$ cat config.mk
export PLATFORM = sky130hd
export DESIGN_NAME = spm_master
export DESIGN_NICKNAME = d
export VERILOG_FILES = /design/src/hw/spm_tap.v /design/src/hw/spm_master.v
export VERILOG_INCLUDE_DIRS = /design/src /design/src/shared
export SDC_FILE = /design/constraint.sdc
export NUM_CORES = 1
export LEC_CHECK = 0
export BUFFER_PORTS_ARGS = -buffer_cell sky130_fd_sc_hd__buf_4
export CAP_MARGIN = 15
export CORE_ASPECT_RATIO = 0.8
export CORE_MARGIN = 2
export CORE_UTILIZATION = 54
export DETAILED_ROUTE_END_ITERATION = 12
export PLACE_DENSITY = 0.78
export SLEW_MARGIN = 25
export SYNTH_ARGS = -nofsm -noshare
export SYNTH_HDL_FRONTEND = slang
export SYNTH_HIERARCHICAL = 1
export SYNTH_SLANG_ARGS = --single-unit
$ cat constraint.sdc
create_clock -name clk -period 13.5 [get_ports clk]
set_input_delay 1.35 -clock clk [delete_from_list [all_inputs] [get_ports clk]]
set_output_delay 1.35 -clock clk [all_outputs]
set_load 0.03 [all_outputs]
$ cat src/shared/spm_consts.vh
// Purpose: shared constants of the scan packet master and its test access port
// Assumes: 32-bit apb data, one word per register
// Notes: offsets are byte addresses
`ifndef SPM_CONSTS_VH
`define SPM_CONSTS_VH
// register byte offsets
`define SPM_OFF_CFG 12'h000
`define SPM_OFF_STAT 12'h004
`define SPM_OFF_TMS_UP 12'h008
`define SPM_OFF_TMS_LO 12'h00C
`define SPM_OFF_TDI_UP 12'h010
`define SPM_OFF_TDI_LO 12'h014
`define SPM_OFF_TDO_UP 12'h018
`define SPM_OFF_TDO_LO 12'h01C
`define SPM_OFF_IDCODE 12'h020
// configuration fields
`define SPM_CFG_DIV_LSB 0
`define SPM_CFG_DIV_W 3
`define SPM_CFG_COMP_BIT 4
`define SPM_CFG_DTM_BIT 5
`define SPM_CFG_EVT_BIT 6
`define SPM_CFG_SRC_BIT 7
`define SPM_CFG_RESET 32'h0000_0000
// status fields
`define SPM_STAT_IDLE_BIT 0
`define SPM_STAT_DONE_BIT 1
// packet and tap figures
`define SPM_PKT_LEN 7'd60
`define SPM_IR_W 6
`define SPM_IR_IDCODE 6'h01
`define SPM_IR_CAPTURE 6'h01
`define SPM_IR_BYPASS 6'h3F
`define SPM_IDCODE_VAL 32'h1234_5671
`define SPM_PAT_RESET 32'h0000_0000
`endif

$ cat src/hw/spm_tap.v
// Purpose: internal test access port with a 6-bit instruction register
// Assumes: tck edges arrive as one-cycle enables of the system clock
// Notes: id value is arbitrary; only idcode and bypass select data registers
`include "spm_consts.vh"
module spm_tap (
    // clock and reset
    input wire clk,
    input wire rst,
    // scan edges and pins
    input wire tck_rise,
    input wire tck_fall,
    input wire tap_compliance_select,
    input wire tms,
    input wire tdi,
    output reg tdo,
    output reg tdo_oe_n
);
    // tap states, standard boundary-scan encoding of our own
    localparam TLR = 4'd0, RTI = 4'd1, SDS = 4'd2, CDR = 4'd3, SHDR = 4'd4, E1DR = 4'd5;
    localparam PDR = 4'd6, E2DR = 4'd7, UDR = 4'd8, SIS = 4'd9, CIR = 4'd10, SHIR = 4'd11;
    localparam E1IR = 4'd12, PIR = 4'd13, E2IR = 4'd14, UIR = 4'd15;
    reg [3:0] state; // current tap state
    reg [3:0] next_state; // state after the next rising tck
    reg [5:0] ir_shift; // instruction shifter
    reg [5:0] ir; // latched instruction
    reg [31:0] dr_shift; // data shifter, idcode is the widest register
    // the bypass path reuses bit 0 of the data shifter, so no separate flop
    reg [31:0] id_reg; // written through update-dr only
    wire held = ~tap_compliance_select; // held in reset when not enabled

    // next-state table driven by tms
    always @* begin
        case (state)
            TLR: next_state = tms ? TLR : RTI;
            RTI: next_state = tms ? SDS : RTI;
            SDS: next_state = tms ? SIS : CDR;
            CDR: next_state = tms ? E1DR : SHDR;
            SHDR: next_state = tms ? E1DR : SHDR;
            E1DR: next_state = tms ? UDR : PDR;
            PDR: next_state = tms ? E2DR : PDR;
            E2DR: next_state = tms ? UDR : SHDR;
            UDR: next_state = tms ? SDS : RTI;
            SIS: next_state = tms ? TLR : CIR;
            CIR: next_state = tms ? E1IR : SHIR;
            SHIR: next_state = tms ? E1IR : SHIR;
            E1IR: next_state = tms ? UIR : PIR;
            PIR: next_state = tms ? E2IR : PIR;
            E2IR: next_state = tms ? UIR : SHIR;
            UIR: next_state = tms ? SDS : RTI;
            default: next_state = TLR;
        endcase
    end

    // state, shifters sampled on rising tck
    always @(posedge clk or posedge rst) begin
        if (rst) begin
            state <= TLR;
            ir_shift <= 6'h00;
            dr_shift <= 32'h0000_0000;
        end else if (held) begin
            state <= TLR;
        end else if (tck_rise) begin
            state <= next_state;
            case (state)
                CIR: ir_shift <= `SPM_IR_CAPTURE;
                SHIR: ir_shift <= {tdi, ir_shift[5:1]};
                CDR: dr_shift <= (ir == `SPM_IR_IDCODE) ? id_reg : 32'h0000_0000;
                SHDR: begin
                    // lsb first; reader may stop at any time
                    if (ir == `SPM_IR_IDCODE)
                        dr_shift <= {tdi, dr_shift[31:1]};
                    else
                        dr_shift <= {31'h0000_0000, tdi};
                end
                default: ;
            endcase
        end
    end

    // instruction and data registers change on falling tck only
    always @(posedge clk or posedge rst) begin
        if (rst) begin
            ir <= `SPM_IR_IDCODE; // asynchronous idcode load
            id_reg <= `SPM_IDCODE_VAL;
            tdo <= 1'b0;
            tdo_oe_n <= 1'b1;
        end else if (held) begin
            ir <= `SPM_IR_IDCODE;
            tdo_oe_n <= 1'b1;
        end else if (tck_fall) begin
            // only these two states may touch the instruction
            if (state == UIR)
                ir <= ir_shift;
            else if (state == TLR)
                ir <= `SPM_IR_IDCODE;
            // undefined opcodes behave as bypass, no side effect
            if (state == UDR && ir == `SPM_IR_IDCODE)
                id_reg <= dr_shift;
            // drive only in the two shift states
            tdo_oe_n <= ~(state == SHIR || state == SHDR);
            tdo <= (state == SHIR) ? ir_shift[0] : dr_shift[0];
        end
    end
    // registers are reachable only by shifting, no bus port
endmodule // spm_tap

$ cat src/hw/spm_master.v
// Purpose: apb-loaded scan packet master driving an internal test access port
// Assumes: apb slave, zero wait states; link inputs synchronous to clk
// Notes: one tck period spans 2*(div+1) clocks
//
// Operation
// - tck divided from system clock by select
// - drive stored tms/tdi for 60 cycles
// - sample tdo each cycle, readable words
// - only whole 60-cycle packets, idle tail
// - tms/tdi from 60 msbs of pairs
// - lsb of fourth word starts packet
// - status idle flag shows packet progress
// - patterns from apb or link, distinguished
// - tap samples tms/tdi on rising tck
// - tdo driven only in shift states
// - tap held reset unless compliance enabled
// - tap registers reachable only by shifting
// - 6-bit instruction resets to idcode
// - shift ir, latch on falling update-ir
// - instruction changes only update-ir or reset
// - idcode loads on falling tck or reset
// - capture-ir loads 000001b
// - standard state sequence from sampled tms
// - data registers shift lsb first
// - capture-dr loads, update-dr writes register
// - undefined opcodes are reserved
//
// Design decisions made here: the register addresses and the APB interface to the registers.
`include "spm_consts.vh"
module spm_master (
    // clock and reset
    input wire clk,
    input wire rst,
    // apb slave
    input wire psel,
    input wire penable,
    input wire pwrite,
    input wire [11:0] paddr,
    input wire [31:0] pwdata,
    output reg [31:0] prdata,
    output reg pready,
    output reg pslverr,
    // parallel link side
    input wire link_valid,
    input wire [127:0] link_pattern,
    output reg link_done,
    output reg [63:0] link_capture,
    // scan pins seen from outside for observation
    output reg scan_tck,
    output reg scan_tms,
    output reg scan_tdi,
    output reg scan_busy
);
    // packet states
    localparam ST_IDLE = 2'd0, ST_LOW = 2'd1, ST_HIGH = 2'd2;
    reg [1:0] state; // packet state
    reg [31:0] cfg; // configuration register
    reg [31:0] tms_pattern_upper; // tms bits 59..28 of packet in 31..0
    reg [31:0] tms_pattern_lower;
    reg [31:0] tdi_pattern_upper;
    reg [31:0] tdi_pattern_lower_send; // bit 0 is the send trigger
    reg [31:0] tdo_capture_upper; // first captured bit at bit 31
    reg [31:0] tdo_capture_lower;
    reg [59:0] tms_sr; // working copy shifted out msb first
    reg [59:0] tdi_sr;
    reg [59:0] cap_sr; // captured tdo, msb first
    reg [6:0] cyc; // packet cycle count
    reg [2:0] div_cnt; // tck half-period divider
    reg done_flag; // last packet finished
    reg from_link; // source of the running packet
    reg tck_rise; // one-cycle enables toward the tap
    reg tck_fall;
    wire tdo_w; // tap serial output
    wire tdo_oe_n_w; // low while tap drives tdo
    wire [2:0] div_sel = cfg[`SPM_CFG_DIV_LSB+`SPM_CFG_DIV_W-1:`SPM_CFG_DIV_LSB];
    wire comp_en = cfg[`SPM_CFG_COMP_BIT];
    wire setup = psel & ~penable;
    wire wr = psel & penable & pwrite;

    // register read mux
    function [31:0] rd_mux;
        input [11:0] a;
        begin
            case (a)
                `SPM_OFF_CFG: rd_mux = cfg;
                `SPM_OFF_STAT: rd_mux = {30'h0000_0000, done_flag, state == ST_IDLE};
                `SPM_OFF_TMS_UP: rd_mux = tms_pattern_upper;
                `SPM_OFF_TMS_LO: rd_mux = tms_pattern_lower;
                `SPM_OFF_TDI_UP: rd_mux = tdi_pattern_upper;
                `SPM_OFF_TDI_LO: rd_mux = tdi_pattern_lower_send;
                `SPM_OFF_TDO_UP: rd_mux = tdo_capture_upper;
                `SPM_OFF_TDO_LO: rd_mux = tdo_capture_lower;
                default: rd_mux = 32'h0000_0000;
            endcase
        end
    endfunction

    // known offset check, used for slave error
    function mapped;
        input [11:0] a;
        begin
            mapped = (a[1:0] == 2'b00) && (a <= `SPM_OFF_TDO_LO);
        end
    endfunction

    // apb: one wait-free access phase, answer on its edge
    always @(posedge clk or posedge rst) begin
        if (rst) begin
            prdata <= 32'h0000_0000;
            pready <= 1'b0;
            pslverr <= 1'b0;
        end else begin
            // ready is raised in setup so the access phase ends at once
            pready <= setup;
            pslverr <= setup & ~mapped(paddr);
            if (setup && !pwrite)
                prdata <= rd_mux(paddr);
        end
    end

    // configuration and pattern registers; trigger start of packet
    always @(posedge clk or posedge rst) begin
        if (rst) begin
            cfg <= `SPM_CFG_RESET;
            tms_pattern_upper <= `SPM_PAT_RESET;
            tms_pattern_lower <= `SPM_PAT_RESET;
            tdi_pattern_upper <= `SPM_PAT_RESET;
            tdi_pattern_lower_send <= `SPM_PAT_RESET;
        end else if (wr && pready) begin
            // the compliance, transfer and event bits are software's duty
            case (paddr)
                `SPM_OFF_CFG: cfg <= pwdata;
                `SPM_OFF_TMS_UP: tms_pattern_upper <= pwdata;
                `SPM_OFF_TMS_LO: tms_pattern_lower <= pwdata;
                `SPM_OFF_TDI_UP: tdi_pattern_upper <= pwdata;
                `SPM_OFF_TDI_LO: tdi_pattern_lower_send <= pwdata;
                default: ;
            endcase
        end else if (state == ST_IDLE && link_valid && cfg[`SPM_CFG_SRC_BIT]) begin
            // link source overwrites the pattern words
            tms_pattern_upper <= link_pattern[127:96];
            tms_pattern_lower <= link_pattern[95:64];
            tdi_pattern_upper <= link_pattern[63:32];
            tdi_pattern_lower_send <= link_pattern[31:0];
        end
    end

    // trigger from either source while idle; a trigger mid-packet is ignored
    wire sw_go = wr && pready && paddr == `SPM_OFF_TDI_LO && pwdata[0]
        && !cfg[`SPM_CFG_SRC_BIT];
    wire link_go = link_valid && cfg[`SPM_CFG_SRC_BIT];
    wire half_end = (div_cnt == div_sel); // end of one tck half period

    // packet engine: each tck cycle is a low half then a high half
    // tms and tdi change only in the low half, so the tap sees them settled
    // a half period of div+1 clocks keeps the divider a plain 3-bit counter
    // limitation: the divider select is read live, so change it only while idle
    always @(posedge clk or posedge rst) begin
        if (rst) begin
            state <= ST_IDLE;
            div_cnt <= 3'd0;
            cyc <= 7'd0;
            tms_sr <= 60'h0;
            tdi_sr <= 60'h0;
            cap_sr <= 60'h0;
            done_flag <= 1'b0;
            from_link <= 1'b0;
            tck_rise <= 1'b0;
            tck_fall <= 1'b0;
            scan_tck <= 1'b0;
            scan_tms <= 1'b0;
            scan_tdi <= 1'b0;
            scan_busy <= 1'b0;
            tdo_capture_upper <= 32'h0000_0000;
            tdo_capture_lower <= 32'h0000_0000;
            link_done <= 1'b0;
            link_capture <= 64'h0;
        end else begin
            tck_rise <= 1'b0;
            tck_fall <= 1'b0;
            link_done <= 1'b0;
            case (state)
                ST_IDLE: begin
                    if (sw_go || link_go) begin
                        // 60 msbs of each pair
                        if (link_go) begin
                            tms_sr <= link_pattern[127:68];
                            tdi_sr <= link_pattern[63:4];
                        end else begin
                            tms_sr <= {tms_pattern_upper, tms_pattern_lower[31:4]};
                            tdi_sr <= {tdi_pattern_upper, pwdata[31:4]};
                        end
                        from_link <= link_go;
                        state <= ST_LOW;
                        cyc <= 7'd0;
                        div_cnt <= 3'd0;
                        done_flag <= 1'b0;
                        scan_busy <= 1'b1; // busy from the trigger
                    end
                end
                ST_LOW: begin
                    // present the level for this cycle
                    scan_tms <= tms_sr[59];
                    scan_tdi <= tdi_sr[59];
                    div_cnt <= half_end ? 3'd0 : div_cnt + 3'd1;
                    if (half_end) begin
                        scan_tck <= 1'b1;
                        tck_rise <= 1'b1; // tap samples here
                        state <= ST_HIGH;
                    end
                end
                ST_HIGH: begin
                    div_cnt <= half_end ? 3'd0 : div_cnt + 3'd1;
                    if (half_end) begin
                        scan_tck <= 1'b0;
                        tck_fall <= 1'b1;
                        // released tdo reads as one; sample once per cycle
                        // the tap moves tdo one clock after the fall enable, so this
                        // sample sees the bit shown since the previous fall
                        cap_sr <= {cap_sr[58:0], tdo_oe_n_w ? 1'b1 : tdo_w};
                        tms_sr <= {tms_sr[58:0], 1'b0};
                        tdi_sr <= {tdi_sr[58:0], 1'b0};
                        cyc <= cyc + 7'd1;
                        // exactly 60 cycles, unused tail set idle by software
                        if (cyc == `SPM_PKT_LEN - 7'd1) begin
                            state <= ST_IDLE;
                            done_flag <= 1'b1;
                            scan_busy <= 1'b0;
                        end else
                            state <= ST_LOW;
                    end
                end
                default: state <= ST_IDLE;
            endcase
            // capture words settle in the cycle after the last bit
            if (state == ST_IDLE && done_flag && scan_busy == 1'b0 && cyc == `SPM_PKT_LEN) begin
                tdo_capture_upper <= cap_sr[59:28];
                tdo_capture_lower <= {cap_sr[27:0], 4'h0};
                link_done <= from_link;
                link_capture <= {cap_sr, 4'h0};
                cyc <= 7'd0;
            end
        end
    end

    // internal test access port fed by the packet
    spm_tap u_tap (
        .clk(clk),
        .rst(rst),
        .tck_rise(tck_rise),
        .tck_fall(tck_fall),
        .tap_compliance_select(comp_en),
        .tms(scan_tms),
        .tdi(scan_tdi),
        .tdo(tdo_w),
        .tdo_oe_n(tdo_oe_n_w)
    );
endmodule // spm_master

==> out/metrics.cfg <==
[finish]
area_growth_pct = 16.0
largestRegisters = cap_sr x60, tdi_sr x60, tms_sr x60
most-common-layout-cells = dfrtp_1, nand2_1, buf_4
layout-drive-gt1-share = 0.226
nNetsFinal = 2844
final_common_cell = dfrtp_1

[setup_path]
startpoint_type = input pin
worstPathArrival_ns = 4.91
cp_common_cell = buf_4
slowest_delay_ns = 0.75
path_cells = buf_4 > or4_4 > nor3_4 > buf_4 > a31oi_1 > buf_4 > nor2_4 > buf_4 > buf_4 > mux2_2
path_depth = 10
cp_max_fo = 65
crit_buf_inv = 5
crit_slowest_cell = buf_4
crit_family = buffers and inverters
crit_type = input pin to register
end_kind = register
required_ns = 13.99
worstRegToRegCells = 9

[clock_network]
h-tree-depth = 2
clockBufferDepth = 3
cts_tree = yes
worstSkewPairLatency_ns = 0.61
cts_buffers = 52
cts.repair.resized = 0
cts_setup_buffers = 0
root_buffer = clkbuf_16
hold_buffers = 0
clock-sinks = 537
clkTransAtPathRegs_ns = 0.06

[floorplan]
core_mm2 = 0.0472
start_util = 0.548
die_h_um = 200
die_area_mm2 = 0.0497
rows = 71
ios = 281
die-width_um = 249

[placement]
routabilityCongestion = 0.924
numPortBuffers = 276
place_ws_ns = 8.48
hpwl_um = 50500

[global_route]
track_usage = 0.301
grt.overflow.total = 0
grt_pass1_vias = 20100
grt_pass1_wl_um = 116000
antenna_found_initial = 5
grt_max_degree = 200

[logic_synthesis]
synth_largest_area_cell = dfrtp_1
synth_flop_cell = dfrtp_1
syn_area_per_cell_um2 = 10.4
async_flop_share = 1.00
synth_edf_count = 0
yosys_warnings = 6
netlist_instances = 2483
synthesis.area_mm2 = 0.0259
synthDistinctLibCells = 72
synth_seq_cells = 537
synth.area.top_cells = dfrtp_1, mux2i_1, nand2_1, mux2_2, a21oi_1
synth_top_area_frac = 0.505
ys_seq_area_frac = 0.520

[power_and_ir_drop]
p_sw_frac = 0.297
power_frac_seq = 0.441
clock_power_share = 0.375
ir_worst_vdd_v = 0.000137
p_int_mw = 2.80
leakagePower_nw = 14.1
p_sw_mw = 1.18
comb_power_share = 0.184
power_density_mw_per_mm2 = 133
finalPower_mw = 3.98

[drt]
via_per_inst = 6.12
ant_nets = 0
dr.first_iter.drc_count = 2054
first_pass_iters = 10
routedWlPerCell_um = 22.6
num_vias = 20400
drc = 20
routed_wl_um = 75000

[sta]
final-max-slew-violation-count = 0
layout_min_cycle_time_ns = 4.42
slew_headroom = 0.294
final_hold_viol_count = 0
holdWs_ns = 0.485
fin_setup_tns_ns = 0
finalCritPeriodShare = 0.328
rsz0062_at_grt = no
clock.fmax_mhz = 226
worst_pin_slew_ns = 1.06
setup_viol = 0
skew_ns = 0.0317
setup_slack_ns = 9.08

[worst_hold_path]
hold_class = register to register
whs_path_depth = 1

[status]
violations = DRC
status = complete, but fails checks

[job]
maxCapViolCount = 0

through the flow:
stage / cells / utilization / instance area (µm²)
after detailed placement: 3222 / 0.597 / 28200
after global routing: 3322 / 0.636 / 30000
after global placement: 3222 / 0.597 / 28200
after floorplan: 2486 / - / 25900
after CTS: 3317 / 0.634 / 29900
final: 3324 / 0.636 / 30000
power groups by stage:
stage	Sequential [mW]	Combinational, mW	Clock [mW]
6_report	1.76	0.732	1.49
5_1_grt	1.77	0.807	1.58
4_1_cts	1.76	0.726	1.51
3_5_place_dp	1.78	0.723	0
3_3_place_gp	1.78	0.703	0
2_1_floorplan	1.76	0.575	0
worst reg2reg max path: cells and delay by family (launching register included):
family,cells,cell delay [ns]
flip-flops,1,0.37
buffers and inverters,4,2.15
multiplexers,1,0.45
AND/OR/NAND/NOR,3,0.75
AO/OA/AOI/OAI,1,0.12
cells by family (layout without fill, tap and decap cells):
group / Yosys count / after routing / share of synthesized area
compound gates: 622 / 622 / 0.140
xor+xnor: 4 / 4 / 0.00135
fa+ha+maj: 7 / 7 / 0.00339
buf+inv: 210 / 424 / 0.0373
flops: 537 / 537 / 0.520
mux: 443 / 443 / 0.189
other cells: 1 / 8 / 0.000145
simple gates: 659 / 659 / 0.109
final timing paths:
path,startpoint,slack (ns),to
min in group asynchronous,rst,0.74,tms_sr[33]$_DFFE_PP0P_
max in group asynchronous,rst,9.39,prdata[0]$_DFFE_PP0P_
max,paddr[8],9.08,tms_sr[51]$_DFFE_PP0P_
max reg2reg,pready$_DFF_PP0_,9.56,tms_sr[51]$_DFFE_PP0P_
min,tms_sr[25]$_DFFE_PP0P_,0.48,tms_sr[25]$_DFFE_PP0P_
min reg2reg,tms_sr[25]$_DFFE_PP0P_,0.48,tms_sr[25]$_DFFE_PP0P_
Yosys cell counts (all sizes together), types with 18 or more instances:
master,instances
mux2i,174
nand3,20
o21ai,186
o31ai,35
dfrtp,522
a21oi,258
nand2,422
buf,71
a221o,18
mux2,269
a31oi,28
and2,36
nor2,120
clkbuf,124
a22oi,32
layout make-up:
| type | instances | area [µm²] |
|---|---|---|
| Clock inverter | 20 | 240 |
| Timing Repair Buffer | 314 | 2430 |
| Clock buffer | 75 | 1500 |
| Multi-Input combinational cell | 1739 | 11500 |
| Fill cell | 3623 | 17200 |
| Inverter | 15 | 60.1 |
| Antenna cell | 4 | 10.0 |
| Sequential cell | 537 | 13500 |
| Tap cell | 620 | 776 |
routing by layer:
| metal | global-route usage | vias up | share of wire |
|---|---|---|---|
| met2 | 0.476 | 916 | 0.46 |
| li1 | - | 9095 | - |
| met4 | 0.134 | 2 | 0.041 |
| met5 | 0 | - | 0.00016 |
| met1 | 0.400 | 10200 | 0.40 |
| met3 | 0.0705 | 168 | 0.090 |
Power figures use the tool's default switching activity.
